File: config.mk
export PLATFORM = sky130hd
export DESIGN_NAME = ssrw_top
export DESIGN_NICKNAME = d
export VERILOG_FILES = /design/src/ssrw_pkg.sv /design/src/ssrw_sync.sv /design/src/ssrw_top.sv
export VERILOG_INCLUDE_DIRS = /design/src /design/src/src
export SDC_FILE = /design/constraint.sdc
export NUM_CORES = 1
export LEC_CHECK = 0
export ABC_AREA = 1
export BUFFER_PORTS_ARGS = -buffer_cell sky130_fd_sc_hd__buf_2
export CAP_MARGIN = 20
export CELL_PAD_IN_SITES_DETAIL_PLACEMENT = 1
export CELL_PAD_IN_SITES_GLOBAL_PLACEMENT = 2
export CORE_MARGIN = 1.5
export CORE_UTILIZATION = 40
export DETAILED_ROUTE_END_ITERATION = 7
export PLACE_DENSITY = 0.92
export SYNTH_ARGS = -nofsm -noshare
export SYNTH_HDL_FRONTEND = slang
export SYNTH_SLANG_ARGS = --single-unit
File: constraint.sdc
create_clock -name clk_i -period 9.83 [get_ports clk_i]
set_clock_uncertainty 0.05 [all_clocks]
set_input_delay 2.949 -clock clk_i [delete_from_list [all_inputs] [get_ports clk_i]]
set_output_delay 2.949 -clock clk_i [all_outputs]
set_load 0.03 [all_outputs]
File: src/ssrw_params.svh
// constants for the supply supervisor reset and watchdog block
// assumes a 40 mhz clk_i timebase
`ifndef SSRW_PARAMS_SVH
`define SSRW_PARAMS_SVH
`define SSRW_CLK_HZ 40000000
`define SSRW_RESET_TIMEOUT_MS 140
`define SSRW_RESET_TIMEOUT_CYC ((`SSRW_RESET_TIMEOUT_MS * 64'd40000000 + 64'd999) / 64'd1000)
`define SSRW_WD_LONG_S 35
`define SSRW_WD_LONG_CYC (`SSRW_WD_LONG_S * 64'd40000000)
`define SSRW_WD_SHORT_CS 112
`define SSRW_WD_SHORT_CYC ((`SSRW_WD_SHORT_CS * 64'd40000000 + 64'd99) / 64'd100)
`define SSRW_CNT_W 32
`define SSRW_OUT_RST_VAL 1'b0
`define SSRW_PFO_RST_VAL 1'b0
`endif

File: src/ssrw_pkg.sv
// types for the supply supervisor reset and watchdog block
// assumes ssrw_params.svh is included first
`include "ssrw_params.svh"
package ssrw_pkg;
  typedef logic [`SSRW_CNT_W-1:0] ssrw_cnt_t;
  typedef enum logic [1:0] {SSRW_WD_LONG, SSRW_WD_SHORT} ssrw_wd_mode_t;
  typedef struct packed {
    logic primary_ok;
    logic secondary_ok;
    logic aux_ok;
    logic manual_reset_n;
    logic watchdog_kick_in;
    logic watchdog_float;
    logic power_fail_ok;
  } ssrw_in_t;
  typedef struct packed {
    logic [1:0] s1;
    logic [1:0] s2;
    logic [1:0] s3;
    logic [1:0] s4;
    logic [1:0] s5;
    logic [1:0] s6;
    logic [1:0] s7;
  } ssrw_sync_t;
  typedef struct packed {
    ssrw_cnt_t pri_cnt;
    ssrw_cnt_t sec_cnt;
    ssrw_cnt_t wd_cnt;
    logic wd_fire;
    ssrw_wd_mode_t wd_mode;
    logic kick_prev;
    logic primary_reset_n;
    logic secondary_reset_n;
    logic power_fail_out_n;
  } ssrw_state_t;
endpackage

File: src/ssrw_sync.sv
// two-flop synchronisers for the comparator and pin inputs
// assumes asynchronous inputs and an active-low synchronised reset
`timescale 1ns/1ps
module ssrw_sync (
  input wire logic clk_i,
  input wire logic rst_n_i,
  input wire logic en_i,
  input wire ssrw_pkg::ssrw_in_t raw_i,
  output ssrw_pkg::ssrw_in_t sync_o
);
  ssrw_pkg::ssrw_sync_t q;
  ssrw_pkg::ssrw_sync_t d;
  always_comb begin
    d = q;
    if (en_i) begin
      d.s1 = {q.s1[0], raw_i.primary_ok};
      d.s2 = {q.s2[0], raw_i.secondary_ok};
      d.s3 = {q.s3[0], raw_i.aux_ok};
      d.s4 = {q.s4[0], raw_i.manual_reset_n};
      d.s5 = {q.s5[0], raw_i.watchdog_kick_in};
      d.s6 = {q.s6[0], raw_i.watchdog_float};
      d.s7 = {q.s7[0], raw_i.power_fail_ok};
    end
  end
  always_ff @(posedge clk_i or negedge rst_n_i) begin
    if (!rst_n_i) begin
      q <= '0;
    end else begin
      q <= d;
    end
  end
  assign sync_o.primary_ok = q.s1[1];
  assign sync_o.secondary_ok = q.s2[1];
  assign sync_o.aux_ok = q.s3[1];
  assign sync_o.manual_reset_n = q.s4[1];
  assign sync_o.watchdog_kick_in = q.s5[1];
  assign sync_o.watchdog_float = q.s6[1];
  assign sync_o.power_fail_ok = q.s7[1];
endmodule

File: src/ssrw_top.sv
// reset generation, watchdog and power-fail logic of a supply supervisor
// assumes analog comparators deliver levels; pad drive and pullups are outside
// Function
// - secondary reset low on either supply low or manual reset low
// - secondary reset held a full timeout after causes clear
// - secondary reset is active low, pad may be open-drain or push-pull
// - manual reset low forces the reset outputs
// - reset held while manual reset low and one timeout after
// - manual reset input pulled up outside so floating reads inactive
// - constant watchdog input beyond watchdog timeout gives a reset
// - watchdog counter cleared on any kick edge or asserted reset
// - long watchdog timeout after every reset event until first edge
// - short watchdog timeout after first edge; processor must kick faster
// - floating watchdog input disables the watchdog
// - auxiliary undervoltage asserts primary reset only
// - power-fail comparator result passed to power-fail logic
// - power-fail output follows comparator, no timeout on release
// - primary reset low on any cause, held a timeout after it clears
// - recurring undervoltage restarts the timeout count from zero
`timescale 1ns/1ps
`include "ssrw_params.svh"
module ssrw_top #(
  parameter logic [`SSRW_CNT_W-1:0] RESET_TIMEOUT_CYC = `SSRW_CNT_W'(`SSRW_RESET_TIMEOUT_CYC),
  parameter logic [`SSRW_CNT_W-1:0] WD_LONG_CYC = `SSRW_CNT_W'(`SSRW_WD_LONG_CYC),
  parameter logic [`SSRW_CNT_W-1:0] WD_SHORT_CYC = `SSRW_CNT_W'(`SSRW_WD_SHORT_CYC)
) (
  input wire logic clk_i,
  input wire logic nrst_i,
  input wire logic en_i,
  input wire logic primary_supply_ok_i,
  input wire logic secondary_supply_ok_i,
  input wire logic aux_undervoltage_in_ok_i,
  input wire logic manual_reset_n_i,
  input wire logic watchdog_kick_in_i,
  input wire logic watchdog_float_i,
  input wire logic power_fail_in_ok_i,
  output logic primary_reset_n_o,
  output logic secondary_reset_n_o,
  output logic power_fail_out_n_o
);
  logic [1:0] rst_sync_q;
  logic rst_n;
  ssrw_pkg::ssrw_in_t raw;
  ssrw_pkg::ssrw_in_t sin;
  ssrw_pkg::ssrw_state_t q;
  ssrw_pkg::ssrw_state_t d;
  logic pri_cause;
  logic sec_cause;
  logic kick_edge;
  ssrw_pkg::ssrw_cnt_t wd_limit;

  function automatic ssrw_pkg::ssrw_cnt_t sat_inc(input ssrw_pkg::ssrw_cnt_t v);
    sat_inc = (v == '1) ? v : v + `SSRW_CNT_W'(1);
  endfunction

  function automatic ssrw_pkg::ssrw_cnt_t wd_limit_of(input ssrw_pkg::ssrw_wd_mode_t mode);
    case (mode)
      ssrw_pkg::SSRW_WD_LONG: begin
        wd_limit_of = WD_LONG_CYC;
      end
      ssrw_pkg::SSRW_WD_SHORT: begin
        wd_limit_of = WD_SHORT_CYC;
      end
      default: begin
        wd_limit_of = WD_LONG_CYC;
      end
    endcase
  endfunction

  always_ff @(posedge clk_i or negedge nrst_i) begin
    if (!nrst_i) begin
      rst_sync_q <= 2'h0;
    end else begin
      rst_sync_q <= {rst_sync_q[0], 1'b1};
    end
  end
  assign rst_n = rst_sync_q[1];

  // manual reset pin assumed to carry an external pullup at the pad
  assign raw.primary_ok = primary_supply_ok_i;
  assign raw.secondary_ok = secondary_supply_ok_i;
  assign raw.aux_ok = aux_undervoltage_in_ok_i;
  assign raw.manual_reset_n = manual_reset_n_i;
  assign raw.watchdog_kick_in = watchdog_kick_in_i;
  assign raw.watchdog_float = watchdog_float_i;
  assign raw.power_fail_ok = power_fail_in_ok_i;

  ssrw_sync u_sync (
    .clk_i(clk_i),
    .rst_n_i(rst_n),
    .en_i(en_i),
    .raw_i(raw),
    .sync_o(sin)
  );

  always_comb begin
    sec_cause = !sin.primary_ok || !sin.secondary_ok || !sin.manual_reset_n;
    pri_cause = sec_cause || !sin.aux_ok || q.wd_fire;
    kick_edge = sin.watchdog_kick_in ^ q.kick_prev;
    wd_limit = wd_limit_of(q.wd_mode);
  end

  always_comb begin
    d = q;
    if (en_i) begin
      d.kick_prev = sin.watchdog_kick_in;
      // each timeout counter restarts from zero while its own cause is present; aux and watchdog restart the primary only
      if (sec_cause) begin
        d.sec_cnt = '0;
        d.secondary_reset_n = 1'b0;
      end else if (q.sec_cnt >= RESET_TIMEOUT_CYC) begin
        d.secondary_reset_n = 1'b1;
      end else begin
        d.sec_cnt = sat_inc(q.sec_cnt);
        d.secondary_reset_n = 1'b0;
      end
      if (pri_cause) begin
        d.pri_cnt = '0;
        d.primary_reset_n = 1'b0;
      end else if (q.pri_cnt >= RESET_TIMEOUT_CYC) begin
        d.primary_reset_n = 1'b1;
      end else begin
        d.pri_cnt = sat_inc(q.pri_cnt);
        d.primary_reset_n = 1'b0;
      end
      // expiry is a one-cycle cause; the primary timer then holds reset one timeout
      if (q.wd_fire) begin
        d.wd_fire = 1'b0;
      end
      if (!q.primary_reset_n || pri_cause || sin.watchdog_float) begin
        d.wd_cnt = '0;
        d.wd_mode = ssrw_pkg::SSRW_WD_LONG;
      end else if (kick_edge) begin
        d.wd_cnt = '0;
        d.wd_mode = ssrw_pkg::SSRW_WD_SHORT;
      end else if (q.wd_cnt >= wd_limit) begin
        d.wd_fire = 1'b1;
        d.wd_cnt = '0;
      end else begin
        d.wd_cnt = sat_inc(q.wd_cnt);
      end
      d.power_fail_out_n = sin.power_fail_ok;
    end
  end

  always_ff @(posedge clk_i or negedge rst_n) begin
    if (!rst_n) begin
      q <= '0;
      q.wd_mode <= ssrw_pkg::SSRW_WD_LONG;
      q.primary_reset_n <= `SSRW_OUT_RST_VAL;
      q.secondary_reset_n <= `SSRW_OUT_RST_VAL;
      q.power_fail_out_n <= `SSRW_PFO_RST_VAL;
    end else begin
      q <= d;
    end
  end

  // active-low level; pad variant chosen outside
  assign primary_reset_n_o = q.primary_reset_n;
  assign secondary_reset_n_o = q.secondary_reset_n;
  assign power_fail_out_n_o = q.power_fail_out_n;

  AST_SEC_ON_CAUSE: assert property (@(posedge clk_i) disable iff (!rst_n)
    (en_i && sec_cause) |=> !secondary_reset_n_o)
    else $error("secondary reset not asserted on cause");
  AST_SEC_HOLD: assert property (@(posedge clk_i) disable iff (!rst_n)
    (en_i && $fell(sec_cause)) |=> !secondary_reset_n_o [*8])
    else $error("secondary reset released early");
  AST_MR_PRI: assert property (@(posedge clk_i) disable iff (!rst_n)
    (en_i && !sin.manual_reset_n) |=> !primary_reset_n_o)
    else $error("primary reset not held during manual reset");
  AST_PRI_ON_AUX: assert property (@(posedge clk_i) disable iff (!rst_n)
    (en_i && !sin.aux_ok) |=> !primary_reset_n_o)
    else $error("primary reset not asserted on aux undervoltage");
  AST_WD_CLEAR: assert property (@(posedge clk_i) disable iff (!rst_n)
    (en_i && !primary_reset_n_o) |=> (q.wd_cnt == '0))
    else $error("watchdog counter not cleared during reset");
  AST_WD_FLOAT: assert property (@(posedge clk_i) disable iff (!rst_n)
    (sin.watchdog_float && !q.wd_fire) |=> !q.wd_fire)
    else $error("watchdog fired while floating");
  AST_WD_SHORT: assert property (@(posedge clk_i) disable iff (!rst_n)
    (en_i && kick_edge && primary_reset_n_o && !pri_cause && !sin.watchdog_float)
      |=> (q.wd_mode == ssrw_pkg::SSRW_WD_SHORT))
    else $error("short watchdog mode not entered on kick");
  AST_WD_LONG: assert property (@(posedge clk_i) disable iff (!rst_n)
    (en_i && pri_cause) |=> (q.wd_mode == ssrw_pkg::SSRW_WD_LONG))
    else $error("long watchdog mode not restored on reset");
  AST_PFO: assert property (@(posedge clk_i) disable iff (!rst_n)
    en_i |=> (power_fail_out_n_o == $past(sin.power_fail_ok)))
    else $error("power-fail output does not follow comparator");
  AST_WD_FIRE_PRI: assert property (@(posedge clk_i) disable iff (!rst_n)
    (en_i && q.wd_fire) |=> !primary_reset_n_o)
    else $error("watchdog expiry did not assert primary reset");
  // reset hold timers
  AST_SEC_EARLY: assert property (@(posedge clk_i) disable iff (!rst_n)
    (en_i && !sec_cause && q.sec_cnt < RESET_TIMEOUT_CYC)
      |=> !secondary_reset_n_o)
    else $error("secondary reset released before timeout");
  AST_SEC_RELEASE: assert property (@(posedge clk_i) disable iff (!rst_n)
    (en_i && !sec_cause && q.sec_cnt >= RESET_TIMEOUT_CYC)
      |=> secondary_reset_n_o)
    else $error("secondary reset not released after timeout");
  AST_SEC_RESTART: assert property (@(posedge clk_i) disable iff (!rst_n)
    (en_i && sec_cause)
      |=> (q.sec_cnt == '0))
    else $error("secondary timer not restarted by cause");
  AST_SEC_MR: assert property (@(posedge clk_i) disable iff (!rst_n)
    (en_i && !sin.manual_reset_n)
      |=> !secondary_reset_n_o)
    else $error("secondary reset not held during manual reset");
  AST_SEC_SUPPLY: assert property (@(posedge clk_i) disable iff (!rst_n)
    (en_i && (!sin.primary_ok || !sin.secondary_ok))
      |=> !secondary_reset_n_o)
    else $error("secondary reset not asserted on supply low");
  AST_SEC_NO_AUX: assert property (@(posedge clk_i) disable iff (!rst_n)
    (en_i && !sec_cause && !sin.aux_ok && secondary_reset_n_o)
      |=> secondary_reset_n_o)
    else $error("secondary reset asserted by aux undervoltage");
  AST_SEC_NO_WD: assert property (@(posedge clk_i) disable iff (!rst_n)
    (en_i && !sec_cause && q.wd_fire && secondary_reset_n_o)
      |=> secondary_reset_n_o)
    else $error("secondary reset asserted by watchdog");
  AST_SEC_CNT_BOUND: assert property (@(posedge clk_i) disable iff (!rst_n)
    q.sec_cnt <= RESET_TIMEOUT_CYC)
    else $error("secondary timer ran past timeout");
  AST_PRI_EARLY: assert property (@(posedge clk_i) disable iff (!rst_n)
    (en_i && !pri_cause && q.pri_cnt < RESET_TIMEOUT_CYC)
      |=> !primary_reset_n_o)
    else $error("primary reset released before timeout");
  AST_PRI_RELEASE: assert property (@(posedge clk_i) disable iff (!rst_n)
    (en_i && !pri_cause && q.pri_cnt >= RESET_TIMEOUT_CYC)
      |=> primary_reset_n_o)
    else $error("primary reset not released after timeout");
  AST_PRI_RESTART: assert property (@(posedge clk_i) disable iff (!rst_n)
    (en_i && pri_cause)
      |=> (q.pri_cnt == '0))
    else $error("primary timer not restarted by cause");
  AST_PRI_SUPPLY: assert property (@(posedge clk_i) disable iff (!rst_n)
    (en_i && (!sin.primary_ok || !sin.secondary_ok))
      |=> !primary_reset_n_o)
    else $error("primary reset not asserted on supply low");
  AST_PRI_HOLD: assert property (@(posedge clk_i) disable iff (!rst_n)
    (en_i && $fell(pri_cause))
      |=> !primary_reset_n_o [*8])
    else $error("primary reset released early");
  AST_PRI_CNT_BOUND: assert property (@(posedge clk_i) disable iff (!rst_n)
    q.pri_cnt <= RESET_TIMEOUT_CYC)
    else $error("primary timer ran past timeout");
  AST_PRI_COVERS_SEC: assert property (@(posedge clk_i) disable iff (!rst_n)
    !secondary_reset_n_o |-> !primary_reset_n_o)
    else $error("primary reset released while secondary held");
  // watchdog
  AST_WD_KICK_CLEAR: assert property (@(posedge clk_i) disable iff (!rst_n)
    (en_i && kick_edge)
      |=> (q.wd_cnt == '0))
    else $error("watchdog counter not cleared on kick");
  AST_WD_CAUSE_CLEAR: assert property (@(posedge clk_i) disable iff (!rst_n)
    (en_i && pri_cause)
      |=> (q.wd_cnt == '0))
    else $error("watchdog counter not cleared by reset cause");
  AST_WD_FLOAT_CLEAR: assert property (@(posedge clk_i) disable iff (!rst_n)
    (en_i && sin.watchdog_float)
      |=> (q.wd_cnt == '0))
    else $error("watchdog counting while floating");
  AST_WD_PULSE: assert property (@(posedge clk_i) disable iff (!rst_n)
    (en_i && q.wd_fire)
      |=> !q.wd_fire)
    else $error("watchdog expiry longer than one cycle");
  AST_WD_EXPIRE: assert property (@(posedge clk_i) disable iff (!rst_n)
    (en_i && q.primary_reset_n && !pri_cause && !sin.watchdog_float && !kick_edge && q.wd_cnt >= wd_limit)
      |=> q.wd_fire)
    else $error("watchdog did not expire at limit");
  AST_WD_NO_EARLY: assert property (@(posedge clk_i) disable iff (!rst_n)
    (en_i && !q.wd_fire && q.wd_cnt < wd_limit)
      |=> !q.wd_fire)
    else $error("watchdog expired before limit");
  AST_WD_STEP: assert property (@(posedge clk_i) disable iff (!rst_n)
    (en_i && q.primary_reset_n && !pri_cause && !sin.watchdog_float && !kick_edge && q.wd_cnt < wd_limit)
      |=> (q.wd_cnt == $past(q.wd_cnt) + `SSRW_CNT_W'(1)))
    else $error("watchdog counter did not advance");
  AST_WD_BOUND: assert property (@(posedge clk_i) disable iff (!rst_n)
    q.wd_cnt <= wd_limit)
    else $error("watchdog counter above its limit");
  AST_WD_MODE_KEEP: assert property (@(posedge clk_i) disable iff (!rst_n)
    (en_i && q.wd_mode == ssrw_pkg::SSRW_WD_SHORT && q.primary_reset_n && !pri_cause && !sin.watchdog_float)
      |=> (q.wd_mode == ssrw_pkg::SSRW_WD_SHORT))
    else $error("short watchdog mode lost without reset");
  AST_WD_HELD_RESET: assert property (@(posedge clk_i) disable iff (!rst_n)
    (en_i && !q.primary_reset_n)
      |=> (q.wd_mode == ssrw_pkg::SSRW_WD_LONG))
    else $error("long watchdog mode not held during reset");
  AST_KICK_TRACK: assert property (@(posedge clk_i) disable iff (!rst_n)
    en_i
      |=> (q.kick_prev == $past(sin.watchdog_kick_in)))
    else $error("kick history not tracking input");
  // power-fail output
  AST_PFO_LOW: assert property (@(posedge clk_i) disable iff (!rst_n)
    (en_i && !sin.power_fail_ok)
      |=> !power_fail_out_n_o)
    else $error("power-fail output not asserted");
  AST_PFO_FAST: assert property (@(posedge clk_i) disable iff (!rst_n)
    (en_i && sin.power_fail_ok)
      |=> power_fail_out_n_o)
    else $error("power-fail output release delayed");
endmodule

==> results of run 1 <==
-- layout make-up --
| class | instances | share of cell area (%) |
|---|---|---|
| Multi-Input combinational cell | 739 | 45.4 |
| Sequential cell | 118 | 37.7 |
| Clock buffer | 21 | 6.00 |
| Inverter | 102 | 4.89 |
| Tap cell | 225 | 3.59 |
| Clock inverter | 9 | 1.31 |
| Timing Repair Buffer | 15 | 1.05 |
-- worst reg2reg max path: stages, from the launching register on --
cell	delay, ns
dfrtp_1	0.61
inv_1	0.30
ha_1	0.37
or2_2	0.27
nand3_1	0.09
nand2_1	0.08
a21oi_1	0.18
nand2_1	0.18
nor2_4	0.65
nand4_1	0.23
nand2_1	0.13
-- through the flow --
stage | hold WS, ns | area [um^2] | setup WS, ns
global placement | 0.287 | 7260 | 4.14
finish | 0.298 | 7840 | 4.49
floorplan | 0.281 | 7030 | 5.73
global route | 0.303 | 7840 | 4.14
CTS | 0.299 | 7840 | 4.46
detailed placement | 0.286 | 7260 | 4.01
-- worst paths after layout --
check	start	to	slack, ns	depth (start not counted)
max	en_i	q[79]	4.49	6
min	rst_sync_q[0]	rst_sync_q[1]	0.30	0
max reg2reg	q[4]	q[31]	6.63	10
min reg2reg	rst_sync_q[0]	rst_sync_q[1]	0.30	0
max in group asynchronous	nrst_i	rst_sync_q[1]	7.37	1
min in group asynchronous	rst_sync_q[1]	q[41]	0.43	0
-- power by group through the flow --
stage	combinational, mW	clock [mW]	sequential (mW)
after floorplan	0.0497	0	0.526
after global placement	0.0684	0	0.528
after detailed placement	0.0708	0	0.529
after CTS	0.0713	0.627	0.520
after global routing	0.0814	0.650	0.523
final	0.0697	0.611	0.520
-- flip-flops by register name (all words and copies together) (netlist names) --
name	flops
power_fail_out_n_o	1
rst_sync_q	2
u_sync.q	7
q	99
secondary_reset_n_o	1
u_sync.sync_o	7
primary_reset_n_o	1
-- placed cells by master (no fill, tap or decap), types with 2 or more instances in the layout --
cell type   netlist  final
buf_2            10     12
nand3_1          50     50
nand4_1          23     23
clkbuf_16         0     17
nand2_1         318    318
inv_1            99     99
nand3b_1          5      5
xor2_1           42     42
or2_2             2      2
nor4_1            5      5
nor3_1           20     20
ha_1             19     19
buf_4             1      3
o21ai_0          47     47
clkinv_2          0      4
nor2_1          158    158
bufinv_16         0      2
a21oi_1          23     23
o21bai_1          2      2
clkbuf_8          0      3
dfrtp_1         118    117
xnor2_1          14     14
clkinvlp_4        0      3
nor3b_1           4      4
clkinv_1          2      2
-- cells by family after synthesis --
group           after synthesis  synth area share, %
compound gates               73                 5.32
xor+xnor                     56                 6.98
fa+ha+maj                    19                 3.38
buf+inv                     129                 7.33
flops                       118                 42.0
other cells                   1               0.0534
simple gates                590                 34.9
-- metal layers --
layer  up-vias  part of all wire, %  wire, um  global-route usage [%]
met5         -                    0         0                       0
met4         0                  1.6       297                    7.11
met3        24                  2.1       389                    4.68
met2        51                   47      8580                    35.1
met1      2979                   49      8920                    28.4
li1       3095                    -         -                       -
==> results.ini, run 1 <==
[run_status]
outcome = completed

[worst_setup_path]
crit_family = buffers and inverters
critPathBufInv = 3
arrival_ns = 5.63
cp_common_cell = nand2_1
max_stage_delay_ns = 0.90
critPathKind = primary input to register
startpoint_type = primary input
cp_max_fo = 80
critPathRequiredTime_ns = 10.13
slowest_stage = a21oi_2
cp_cell_sequence = buf_2 -> buf_4 -> clkinv_1 -> a21oi_2 -> nand2_1 -> nand2_1
endpoint_kind = register

[place]
gp_congestion = 0.804
hpwlAfterDp_um = 12500
dpl.cell_count = 1199
numPortBuffers = 12

[power]
power.switching_uw = 292
p_seq_share_pct = 43.3
design_power_total_mw = 1.20
intPower_uw = 909
vdd_ir_drop_max_mv = 0.121
p_comb_share_pct = 5.8
sw_frac_of_total_pct = 24.3
cellPowerDensity_nw_per_um2 = 153
p_leak_nw = 3.51
pwr-share-clk_pct = 50.9

[cells_and_area]
finish.utilization_pct = 45.5
fill_cells = 2204
drive_gt1_share_pct = 5.38
multi_input_area_um2 = 3560
syn_to_final_growth_pct = 11.5
seq_area_um2 = 2960
final_net_count = 1022
fin_cells = 1229
diodes = 0

[detailed_routing]
via_count = 6149
routedWlPerCell_um = 14.8
finalWirelength_um = 18200
drc = 0
dr.first_iter.drc_count = 242
vias_per_cell = 5.00
ant_nets = 0
drt_pass1_iterations = 4

[yosys]
synth.most_common_cell = nand2_1
yosysSeqAreaShare_pct = 42.0
synth_edf_count = 0
yosysWarnings = 0
netlist_area_um2 = 7030
yosys.area.top_type_share_pct = 42.0
ys.flop_type = dfrtp_1
ys_types = 31
synthTopCellsByCount = 318 x nand2_1, 158 x nor2_1, 118 x dfrtp_1, 99 x inv_1, 50 x nand3_1
synthCells = 986
synth-seq-cells = 118
synth_async_sr_flop_share_pct = 100
synth_area_per_cell_um2 = 7.13
syn_nets = 1015
yosys.area.top_type = dfrtp_1
synth.area.top_cells = dfrtp_1 42%, nand2_1 17%, nor2_1 8.4%

[floorplan]
num_rows = 48
die_y_um = 136
core_area_um2 = 17200
ios = 13
die_area_um2 = 18400
initial_core_util_pct = 40.8
die_w_um = 136

[clocking]
clock_latency_ns = 0.42
cts_tree = done
cts_sinks = 118
cts_buffers = 17
hold_buffers = 0
max-clock-path-buffers = 2
postCtsSetupBuffers = 0
cts-root-buf = clkbuf_16
cts.clk_slew.worst_paths_ns = 0.05
cts-resized-gates = 0
htree_levels = 4

[global_routing]
antenna_found_initial = 0
grt_max_degree = 81
grt_pass1_vias = 6366
gr-usage-all-layers_pct = 21.5
grt_remaining_overflow = 0
grt_pass1_wl_um = 31100

[timing]
tightest_slew_ns = 0.948
rsz0062_at_grt = false
fmax_mhz = 187
finalSetupTns_ns = 0
min_period_ns = 5.34
slew_viol_final = 0
finalCritPeriodShare_pct = 54.3
hold_viol = 0
setup_viol = 0
slew_headroom_pct = 36.8

[hold_path]
hold_path.class = register to register

[job]
maxCapViolCount = 0

Power figures use the tool's default switching activity.
==> run 2, diff against run 1 <==
--- a/config.mk
+++ b/config.mk
@@ -12,9 +12,9 @@
 export CELL_PAD_IN_SITES_DETAIL_PLACEMENT = 1
 export CELL_PAD_IN_SITES_GLOBAL_PLACEMENT = 2
 export CORE_MARGIN = 1.5
-export CORE_UTILIZATION = 40
+export CORE_UTILIZATION = 33
 export DETAILED_ROUTE_END_ITERATION = 7
-export PLACE_DENSITY = 0.92
+export PLACE_DENSITY = 0.82
 export SYNTH_ARGS = -nofsm -noshare
 export SYNTH_HDL_FRONTEND = slang
 export SYNTH_SLANG_ARGS = --single-unit
==> constraint.sdc (replaced) <==
create_clock -name clk_i -period 4.8 [get_ports clk_i]
set_clock_uncertainty 0.05 [all_clocks]
set_input_delay 1.44 -clock clk_i [delete_from_list [all_inputs] [get_ports clk_i]]
set_output_delay 1.44 -clock clk_i [all_outputs]
set_load 0.03 [all_outputs]
==> results.ini, run 2 (synthesis gave the netlist of run 1 again) <==
[detailed_routing]
dr.first_iter.drc_count = 250
routedWlPerCell_um = 14.2
drt_pass1_iterations = 4
drc = 0
ant_nets = 0
vias_per_cell = 4.77
via_count = 6121
finalWirelength_um = 18200

[cells_and_area]
multi_input_area_um2 = 3560
finish.utilization_pct = 37.8
seq_area_um2 = 2960
largest_register_ffs = 99
fill_cells = 2680
final_net_count = 1023
drive_gt1_share_pct = 5.26
syn_to_final_growth_pct = 12.7
final_cell_mix = 318 x nand2_1, 158 x nor2_1, 117 x dfrtp_1, 99 x inv_1, 50 x nand3_1
fin_cells = 1282
regMostFlops = q
stdcell_area_um2 = 7920
diodes = 0
final_common_cell = nand2_1

[floorplan]
initial_core_util_pct = 33.5
core_area_um2 = 21000
die_y_um = 149
ios = 13
die_area_um2 = 22200
die_w_um = 149
num_rows = 53

[global_routing]
gr-usage-all-layers_pct = 18.4
grt_remaining_overflow = 0
grt_pass1_wl_um = 32500
antenna_found_initial = 0
grt_pass1_vias = 6596
grt_max_degree = 60

[worst_setup_path]
startpoint = q[4]
arrival_ns = 3.44
r2r_start = q[4]
critPathRequiredTime_ns = 5.09
endpoint_kind = register
r2r_setup_slack_ns = 1.65
critPathKind = register to register
startpoint_type = register
cp_max_fo = 30
reg2reg_depth = 10

[timing]
tightest_slew_ns = 0.885
finalCritPeriodShare_pct = 65.7
slew_viol_final = 0
finalSetupTns_ns = 0
fin_ws_ns = 1.65
hold_viol = 0
setup_viol = 0
rsz0062_at_grt = false
fin_hold_ws_ns = 0.292
min_period_ns = 3.15
slew_headroom_pct = 40.8
fmax_mhz = 317

[clocking]
cts-root-buf = clkbuf_16
cts_tree = done
cts-resized-gates = 0
clock_latency_ns = 0.42
hold_buffers = 0
htree_levels = 4
cts.clk_slew.worst_paths_ns = 0.06
max-clock-path-buffers = 2
postCtsSetupBuffers = 0
cts_buffers = 17
cts_sinks = 118

[hold_path]
min_path_cells = 0
hold_path.class = register to register
hp-start = rst_sync_q[0]

[power]
p_leak_nw = 3.52
design_power_total_mw = 2.49
vdd_ir_drop_max_mv = 0.257
cellPowerDensity_nw_per_um2 = 315

[job]
maxCapViolCount = 0

[place]
dpl.cell_count = 1250
gp_congestion = 0.795
numPortBuffers = 12
preCtsSetupSlack_ns = 1.51
hpwlAfterDp_um = 12700
place_area_um2 = 7330

[run_status]
outcome = completed

==> run 2: path summary, 6_finish.rpt <==
check,to
hold reg to reg,rst_sync_q[1]
max in group asynchronous,q[18]
hold / removal,rst_sync_q[1]
setup / recovery,q[30]
setup reg to reg,q[30]
min in group asynchronous,q[46]
==> run 2: layout make-up <==
cell class | instances | area share [%]
Inverter | 102 | 4.84
Clock buffer | 23 | 5.78
Sequential cell | 118 | 37.3
Tap cell | 275 | 4.35
Clock inverter | 9 | 1.60
Timing Repair Buffer | 16 | 1.14
Multi-Input combinational cell | 739 | 45.0
==> run 2: where the power goes <==
| part | total (mW) | internal (mW) | switching (mW) |
|---|---|---|---|
| Clock | 1.28 | 0.826 | 0.457 |
| Sequential | 1.06 | 1.02 | 0.0404 |
| Combinational | 0.148 | 0.0444 | 0.103 |
| Total | 2.49 | 1.89 | 0.601 |
==> run 2: worst max-delay path, cell delays in order (launching register included) <==
cell     delay, ns
dfrtp_1       0.62
inv_1         0.33
ha_1          0.39
or2_2         0.27
nand3_1       0.08
nand2_1       0.08
a21oi_1       0.14
nand2_1       0.17
nor2_4        0.64
nand2_1       0.12
a21oi_1       0.18
==> run 2: metal layers <==
| metal | up-vias | part of all wire (%) | global-route usage [%] |
|---|---|---|---|
| met5 | - | 0 | 0 |
| met4 | 0 | 1.7 | 6.09 |
| met3 | 19 | 1.8 | 2.97 |
| met2 | 51 | 47 | 30.2 |
| met1 | 2949 | 50 | 24.8 |
| li1 | 3102 | - | - |
